===== src/logic/crt_pkg.sv =====
// constants and types shared by the capture/reload timer
package crt_pkg;

  // ---------------------------------------------------------------
  // timing: oscillator clocks per machine cycle and per state time
  // ---------------------------------------------------------------
  localparam int unsigned CRT_OSC_PER_MACHINE = 12;
  localparam int unsigned CRT_OSC_PER_STATE   = 2;
  localparam logic [3:0]  CRT_MACHINE_LAST    = 4'(CRT_OSC_PER_MACHINE - 1);
  localparam logic [3:0]  CRT_STATE_LAST      = 4'(CRT_OSC_PER_STATE - 1);

  // ---------------------------------------------------------------
  // control register bit positions
  // ---------------------------------------------------------------
  localparam int unsigned CRT_BIT_OVF   = 7;
  localparam int unsigned CRT_BIT_EXTF  = 6;
  localparam int unsigned CRT_BIT_RXCLK = 5;
  localparam int unsigned CRT_BIT_TXCLK = 4;
  localparam int unsigned CRT_BIT_EXTEN = 3;
  localparam int unsigned CRT_BIT_RUN   = 2;
  localparam int unsigned CRT_BIT_CSEL  = 1;
  localparam int unsigned CRT_BIT_CNR   = 0;

  // ---------------------------------------------------------------
  // reset values and counter maximum
  // ---------------------------------------------------------------
  localparam logic [7:0]  CRT_CTRL_RST  = 8'h00;
  localparam logic [15:0] CRT_COUNT_RST = 16'h0000;
  localparam logic [15:0] CRT_CAP_RST   = 16'h0000;
  localparam logic [15:0] CRT_COUNT_MAX = 16'hffff;
  localparam logic [3:0]  CRT_DIV_RST   = 4'h0;

  // ---------------------------------------------------------------
  // operating modes, gray coded
  // ---------------------------------------------------------------
  typedef enum logic [1:0] {
    CRT_OFF     = 2'b00,
    CRT_RELOAD  = 2'b01,
    CRT_CAPTURE = 2'b11,
    CRT_BAUD    = 2'b10
  } crt_mode_t;

endpackage : crt_pkg


===== src/logic/crt_prescaler.sv =====
// machine-cycle and state-time enable pulses from the oscillator clock
`timescale 1ns/1ps
module crt_prescaler
  import crt_pkg::*;
(
  // clock and reset
  input  wire logic clock,
  input  wire logic reset_n,
  // enable pulses
  output logic      machine_tick,
  output logic      state_tick
);

  logic [3:0] div_r;

  // ---------------------------------------------------------------
  // divider
  // ---------------------------------------------------------------
  always_ff @(posedge clock or negedge reset_n) begin
    if (!reset_n) begin
      div_r <= CRT_DIV_RST;
    end else if (div_r == CRT_MACHINE_LAST) begin
      div_r <= CRT_DIV_RST;
    end else begin
      div_r <= div_r + 4'h1;
    end
  end

  // ---------------------------------------------------------------
  // registered pulses
  // ---------------------------------------------------------------
  always_ff @(posedge clock or negedge reset_n) begin
    if (!reset_n) begin
      machine_tick <= 1'b0;
      state_tick   <= 1'b0;
    end else begin
      machine_tick <= (div_r == CRT_MACHINE_LAST);
      state_tick   <= ((div_r & CRT_STATE_LAST) == CRT_STATE_LAST);
    end
  end

endmodule : crt_prescaler


===== src/logic/crt_timer.sv =====
// capture/reload timer: counter, capture/reload pair, control flags
// Operation
// - 16-bit counter, control, capture/reload byte pairs
// - select bit picks machine cycles (state times in baud) or events
// - mode from clock selects, capture bit, run
// - capture mode: free counter, overflow sets flag
// - enabled trigger edge captures count bytes
// - enabled trigger edge sets external flag
// - reload mode: rollover sets flag, loads pair
// - enabled trigger edge also reloads, sets flag
// - external enable clear: trigger pin ignored
// - baud mode: trigger edge never reloads
// - trigger pin usable as extra interrupt
// - clock selects force reload, ignore capture bit
// - baud timer counts every state time
// - baud rollover sets no overflow flag
`timescale 1ns/1ps
module crt_timer
  import crt_pkg::*;
(
  // clock and reset
  input  wire logic       clock,
  input  wire logic       reset_n,
  // core writes
  input  wire logic [7:0] wr_data,
  input  wire logic       ctrl_wr,
  input  wire logic       count_low_wr,
  input  wire logic       count_high_wr,
  input  wire logic       cap_low_wr,
  input  wire logic       cap_high_wr,
  // pins
  input  wire logic       trigger_pin,
  input  wire logic       count_pin,
  // register read-back
  output logic [7:0]      timer_control_reg,
  output logic [7:0]      count_low_byte,
  output logic [7:0]      count_high_byte,
  output logic [7:0]      capture_reload_low,
  output logic [7:0]      capture_reload_high,
  // events
  output logic            irq,
  output logic            rollover_pulse
);

  import crt_pkg::*;

  logic        machine_tick;
  logic        state_tick;
  logic [15:0] count_r;
  logic [15:0] count_nxt;
  logic [15:0] cap_r;
  logic [15:0] cap_nxt;
  logic        overflow_flag_r;
  logic        external_flag_r;
  logic        receive_clock_select_r;
  logic        transmit_clock_select_r;
  logic        external_enable_r;
  logic        run_bit_r;
  logic        counter_select_r;
  logic        capture_not_reload_r;
  logic        overflow_flag_nxt;
  logic        external_flag_nxt;
  logic        trig_smp_r;
  logic        cnt_smp_r;
  logic        trig_edge_r;
  logic        cnt_edge_r;
  logic        baud;
  logic        inc;
  logic        overflow;
  logic        trig_evt;
  logic        do_reload;
  logic        do_capture;
  crt_mode_t   mode;

  crt_prescaler u_prescaler (
    .clock        (clock),
    .reset_n      (reset_n),
    .machine_tick (machine_tick),
    .state_tick   (state_tick)
  );

  // ---------------------------------------------------------------
  // pin sampling
  // ---------------------------------------------------------------
  // high sample then low sample
  always_ff @(posedge clock or negedge reset_n) begin
    if (!reset_n) begin
      trig_smp_r  <= 1'b1;
      cnt_smp_r   <= 1'b1;
      trig_edge_r <= 1'b0;
      cnt_edge_r  <= 1'b0;
    end else begin
      trig_edge_r <= machine_tick & trig_smp_r & ~trigger_pin;
      cnt_edge_r  <= machine_tick & cnt_smp_r & ~count_pin;
      if (machine_tick) begin
        trig_smp_r <= trigger_pin;
        cnt_smp_r  <= count_pin;
      end
    end
  end

  // ---------------------------------------------------------------
  // mode decode
  // ---------------------------------------------------------------
  // either clock select means baud
  assign baud = receive_clock_select_r | transmit_clock_select_r;

  always_comb begin
    if (!run_bit_r) begin
      mode = CRT_OFF;
    end else if (baud) begin
      mode = CRT_BAUD;
    end else if (capture_not_reload_r) begin
      mode = CRT_CAPTURE;
    end else begin
      mode = CRT_RELOAD;
    end
  end

  // ---------------------------------------------------------------
  // count enable and events
  // ---------------------------------------------------------------
  always_comb begin
    case (mode)
      CRT_OFF: inc = 1'b0;
      CRT_BAUD: inc = counter_select_r ? cnt_edge_r : state_tick;
      CRT_RELOAD, CRT_CAPTURE: inc = counter_select_r ? cnt_edge_r : machine_tick;
      default: inc = 1'b0;
    endcase
  end

  assign overflow = inc & (count_r == CRT_COUNT_MAX);
  assign trig_evt = trig_edge_r & external_enable_r;
  // clock selects force reload on rollover
  assign do_reload  = (overflow & (baud | ~capture_not_reload_r))
                    | (trig_evt & ~baud & ~capture_not_reload_r);
  assign do_capture = trig_evt & ~baud & capture_not_reload_r;

  // ---------------------------------------------------------------
  // counter
  // ---------------------------------------------------------------
  always_comb begin
    count_nxt = count_r;
    if (inc) begin
      count_nxt = count_r + 16'h0001;
    end
    if (do_reload) begin
      count_nxt = cap_r;
    end
    if (count_low_wr) begin
      count_nxt[7:0] = wr_data;
    end
    if (count_high_wr) begin
      count_nxt[15:8] = wr_data;
    end
  end

  always_ff @(posedge clock or negedge reset_n) begin
    if (!reset_n) begin
      count_r <= CRT_COUNT_RST;
    end else begin
      count_r <= count_nxt;
    end
  end

  // ---------------------------------------------------------------
  // capture/reload pair
  // ---------------------------------------------------------------
  always_comb begin
    cap_nxt = cap_r;
    if (cap_low_wr) begin
      cap_nxt[7:0] = wr_data;
    end
    if (cap_high_wr) begin
      cap_nxt[15:8] = wr_data;
    end
    if (do_capture) begin
      cap_nxt = count_r;
    end
  end

  always_ff @(posedge clock or negedge reset_n) begin
    if (!reset_n) begin
      cap_r <= CRT_CAP_RST;
    end else begin
      cap_r <= cap_nxt;
    end
  end

  // ---------------------------------------------------------------
  // control register and flags
  // ---------------------------------------------------------------
  // no overflow flag in baud
  assign overflow_flag_nxt = (ctrl_wr ? wr_data[CRT_BIT_OVF] : overflow_flag_r) | (overflow & ~baud);
  // edge sets flag in every mode
  assign external_flag_nxt = (ctrl_wr ? wr_data[CRT_BIT_EXTF] : external_flag_r) | trig_evt;

  always_ff @(posedge clock or negedge reset_n) begin
    if (!reset_n) begin
      overflow_flag_r <= CRT_CTRL_RST[CRT_BIT_OVF];
      external_flag_r <= CRT_CTRL_RST[CRT_BIT_EXTF];
    end else begin
      overflow_flag_r <= overflow_flag_nxt;
      external_flag_r <= external_flag_nxt;
    end
  end

  always_ff @(posedge clock or negedge reset_n) begin
    if (!reset_n) begin
      receive_clock_select_r  <= CRT_CTRL_RST[CRT_BIT_RXCLK];
      transmit_clock_select_r <= CRT_CTRL_RST[CRT_BIT_TXCLK];
      external_enable_r       <= CRT_CTRL_RST[CRT_BIT_EXTEN];
      run_bit_r               <= CRT_CTRL_RST[CRT_BIT_RUN];
      counter_select_r        <= CRT_CTRL_RST[CRT_BIT_CSEL];
      capture_not_reload_r    <= CRT_CTRL_RST[CRT_BIT_CNR];
    end else if (ctrl_wr) begin
      receive_clock_select_r  <= wr_data[CRT_BIT_RXCLK];
      transmit_clock_select_r <= wr_data[CRT_BIT_TXCLK];
      external_enable_r       <= wr_data[CRT_BIT_EXTEN];
      run_bit_r               <= wr_data[CRT_BIT_RUN];
      counter_select_r        <= wr_data[CRT_BIT_CSEL];
      capture_not_reload_r    <= wr_data[CRT_BIT_CNR];
    end
  end

  // ---------------------------------------------------------------
  // interrupt and rollover outputs
  // ---------------------------------------------------------------
  // request while either flag set
  always_ff @(posedge clock or negedge reset_n) begin
    if (!reset_n) begin
      irq            <= 1'b0;
      rollover_pulse <= 1'b0;
    end else begin
      irq            <= overflow_flag_nxt | external_flag_nxt;
      rollover_pulse <= overflow;
    end
  end

  assign timer_control_reg   = {overflow_flag_r, external_flag_r, receive_clock_select_r,
                                transmit_clock_select_r, external_enable_r, run_bit_r,
                                counter_select_r, capture_not_reload_r};
  assign count_low_byte      = count_r[7:0];
  assign count_high_byte     = count_r[15:8];
  assign capture_reload_low  = cap_r[7:0];
  assign capture_reload_high = cap_r[15:8];
endmodule : crt_timer


===== config.mk =====
export PLATFORM = sky130hd
export DESIGN_NAME = crt_timer
export DESIGN_NICKNAME = d
export VERILOG_FILES = /design/src/logic/crt_pkg.sv /design/src/logic/crt_prescaler.sv /design/src/logic/crt_timer.sv
export SDC_FILE = /design/constraint.sdc
export NUM_CORES = 1
export LEC_CHECK = 0
export BUFFER_PORTS_ARGS = -buffer_cell sky130_fd_sc_hd__buf_2
export CORE_ASPECT_RATIO = 1.5
export CORE_UTILIZATION = 45
export DETAILED_ROUTE_END_ITERATION = 6
export PLACE_DENSITY = 0.68
export RECOVER_POWER = 100
export SYNTH_ARGS = -nofsm -noshare
export SYNTH_HDL_FRONTEND = slang
export SYNTH_SLANG_ARGS = --single-unit

===== constraint.sdc =====
create_clock -name clock -period 2.37 [get_ports clock]
set_input_delay 0.237 -clock clock [delete_from_list [all_inputs] [get_ports clock]]
set_output_delay 0.237 -clock clock [all_outputs]
set_load 0.02 [all_outputs]

Yosys cells after proc, flatten, opt, wreduce, memory -nomap -nowiden
Cells that the tools add are included.

storage, ports and cells
  register bits after elaboration = 52
  output and inout port bits = 42
  logic and storage cells = 71

operators by class
  add/subtract/negate cells = 2
  eq/ne operators = 5
  multiplexer cells = 16
  bitwise operators = 21
  reduce and logical (&&, ||, !) cells = 6

operator list
  kind                                           count
  2-to-1 mux 16 bit                              3
  2-to-1 mux 8 bit                               4
  adder 16 x 1 -> 16 bit, second input constant  1
  == test 16 bit, second input constant          1
  AND 1 bit                                      11
  2-to-1 mux 2 bit                               3
  bitwise OR 1 bit                               6
  nonzero test 3 bit                             2
  adder 4 x 1 -> 4 bit, second input constant    1
  == test 2 bit, second input constant           2
  == test 4 bit, second input constant           1
  2-to-1 mux 1 bit                               4
  2-to-1 mux 4 bit                               1
  inverter 1 bit                                 4
  nonzero test 2 bit                             2
  one-hot mux 1 bit (3 select lines)             1
  == test 2 x 1 -> 1 bit, second input constant  1
  zero test 2 bit                                1
  OR reduction 2 bit                             1

Depth between registers and ports, before layout
  depth after elaboration = 11
  mapped depth = 8
  gate-level depth less buffers = 7

Cells and area by module
From an unflattened synthesis, not the netlist that was laid out.

second synthesis, totals
  cells, all modules = 278
  area total of the unflattened synthesis = 2839.0 µm²

modules (own cells, without submodules)
  module         times used  cells each  area an instance (µm²)
  crt_timer      1           262         2615.0
  crt_prescaler  1           16          224.0

Least setup slack after synthesis
OpenSTA, ideal clock, no wires.

  kind = flip-flop to flip-flop
  start point = register count_r[0]
  end point = register count_r[6]
  setup time = 0.129 ns
  arrival = 2.149 ns
  data required time = 2.241 ns
  slack = 0.092 ns
  stages on the path, launching flop included = 9
  period minus slack after synthesis = 2.278 ns
  path through = dfrtp_1 ha_1 nand2_1 or3_4 nor4_4 a31oi_4 clkbuf_1 nor3_1 a211oi_2

between the ends
  word-level cells in the longest chain between the ends = 6
  elaborated cells on any way between the ends = 9

ends and longest elaborated chain
  item                                                                            RTL line          text
  start, declared                                                                 crt_timer.sv:49   logic [15:0] count_r;
  start signal, assigned                                                          crt_timer.sv:162  count_r <= count_nxt;
  parallel branches: the longest is 6 deep, another holds adder 16 x 1 -> 16 bit  -

Several ways; the timed one is not identified. The select of a mux whose other input is x is not followed.
A chain may end at the register's enable or synchronous reset.

Worst setup path in the final report
  start point = register count_r[1]
  end point = register count_r[5]

Same word-level chain as after synthesis.

==> impl_metrics.ini <==
[logic_synthesis]
synthXorXnorAreaFrac_pct = 5.20
synth_top_family_by_area = simple AND/OR/NAND/NOR gates
seq_area_frac_synth_pct = 48.4
yosysTopAreaCell = dfrtp_1
muxShareOfSynthArea_pct = 11.2
synthAdderAreaFrac_pct = 0.929
avgSynthCellArea_um2 = 10.2
syn_area_um2 = 2690
yosysWarnings = 0
synthTopCellsByArea = dfrtp_1, mux2i_1, nand2_1
synth_top_area_share_pct = 46.4
synth_cell_types = 37
synthSimpleGateAreaFrac_pct = 17.1
synth_nets = 284
ys_ff_latch = 52
synth_compound_area_share_pct = 12.2
syn_inst = 265

[global_routing]
use_met1_pct = 28.3
grt_max_degree = 26
grt_use_met2_pct = 41.5
antenna_found_initial = 0
grt_pass1_wl_mm = 11.3
top_usage_layer = met2
grt_pass1_vias = 2213
grt_use_met3_pct = 3.77
overflow = 0
grt_usage_pct = 23.3

[finish]
nets = 345
final_core_util_pct = 53.1
largestRegisters = cap_r (16), count_r (16), u_prescaler.div_r (4)
final_cell_count_no_fill = 399
multiInputGateArea_um2 = 1230
syn2layout_area_growth_pct = 14.0
drive_above_1_share_pct = 15.0
regArea_um2 = 1300
diodes = 0
nFillCells = 582
layout_common_cells = dfrtp_1, clkbuf_1, nand2_1, nor3_1, mux2i_1

[sta]
tightest_slew_ps = 1070
hold_viol_final = 0
period_share_pct = 95.7
tns_ps = 0
fin_crit_ps = 2270
final_max_slew_viol_count = 0
worst_clock_skew_ps = 7.81
maxSlewHeadroom_pct = 28.9
fmax_mhz = 441
setup_viol = 0
rsz0062_at_grt = false
fin_ws_ps = 101

[run_status]
status = complete, no violations

[route]
first_iter_violations = 98
wl_mm = 6.87
route.detailed.drc = 0
detail-route-antenna-nets = 0
post_drt_wl_per_cell_um = 17.2
vias = 2253
dr.pass1.iters = 5
via_per_inst = 5.65

[placed_design]
hpwlAfterDp_mm = 5.19
pre_cts_slack_ps = 156
dpl.cell_count = 390
port_buffers = 58
gp_congestion = 0.946

[worst_setup_path]
crit_path_end_kind = flip-flop
crit_required_ps = 2580
arrival_ps = 2480
criticalPathCategory = reg2reg
critical_path.max_fanout = 12
startpoint_type = flip-flop

[power_and_ir_drop]
power_per_cell_area_nw_per_um2 = 675
power_mw = 2.07
p_leak_nw = 1.27
vdd_drop_max_mv = 0.410

[run]
maxCapViolCount = 0

[floorplanning]
dieArea_um2 = 6310
rows = 34
core-area_um2 = 5790
ios = 59
die_y_um = 96.8
die_x_um = 65.2
start_util_pct = 46.6

[clocking]
postCtsSetupRepairBufs = 0
clk_pin_slew_worst_paths_ps = 90
clock_sinks = 52
cts_tree = built
cts_buffers = 5
cts_buffer_depth = 2
h-tree-depth = 2
clockRootBuffer = clkbuf_8
clock_latency_ps = 300

[hold_path]
hold_path_class = in2reg
## area by class of cell
class                      count  area share [%]
sequential                    52            42.5
multi-input combinational    187            39.9
timing repair buffer          74            11.0
clock buffer                   8            2.93
tap                           72            2.93
inverter                       6           0.733
## critical path: stages, from the launching register on
cell	delay (ps)
dfrtp_1	370
ha_1	200
nand2_1	80
or3_1	440
nor4_4	280
a31oi_4	220
and3_2	350
a211oi_1	230
## Yosys cell counts, drive strengths merged
library cell,count
ha,2
o32ai,1
clkbuf,9
a31oi,1
nand3,6
nand2b,2
xor2,9
a21oi,1
a31o,1
dfstp,2
mux2i,20
o21ai,19
or4,1
xnor2,7
and2,1
and3,2
dfrtp,50
nor3,22
buf,11
or3,3
nand2,35
a211oi,10
nand4,4
o22ai,12
mux2,9
nor4,2
inv,6
a32oi,1
nor2,16
## layer usage
metal,vias up,wire length (um)
li1,1052,-
met1,1121,2850
met2,67,3650
met3,13,265
met4,0,111
met5,-,0
## metrics by stage
| stage | hold slack (ps) | area, um^2 |
|---|---|---|
| 4_1_cts | 86.9 | 3170 |
| 3_5_place_dp | 98.9 | 3070 |
| 3_3_place_gp | 97.7 | 3070 |
| 6_report | 90.1 | 3070 |
| 5_1_grt | 87.8 | 3070 |
| 2_1_floorplan | -58.6 | 2690 |
## where the power goes
part	internal [mW]	switching [mW]	leakage (nW)
clock	0.239	0.278	0.0455
combinational	0.174	0.323	0.613
sequential	0.970	0.0887	0.610
## cell families (layout without fill, tap and decap cells)
logic type                 Yosys count  after routing
AOI/OAI and AO/OA                   46             46
xor gates and xnor gates            16             16
adders and majority gates            2              2
buffers and inverters               26             88
DFF                                 52             52
muxes                               29             29
and+or+nand+nor                     94             94
## path summary, 6_finish.rpt
kind	from	endpoint	slack (ps)	cells past startpoint
setup reg to reg	count_r[1]	count_r[5]	100	7
hold / removal	count_pin	cnt_edge_r	90	2
hold reg to reg	u_prescaler.div_r[0]	u_prescaler.state_tick	440	0
max in group asynchronous	reset_n	u_prescaler.div_r[1]	620	3
min in group asynchronous	reset_n	cap_r[10]	400	2
setup / recovery	count_r[1]	count_r[5]	100	7
## repair_timing
item,in CTS,in global routing
resized for setup,0,0
endpoints found under the hold margin,7,0
hold buffers,1,0
endpoints found under the setup margin,0,1
No activity file was read; power rests on OpenSTA's default activity.
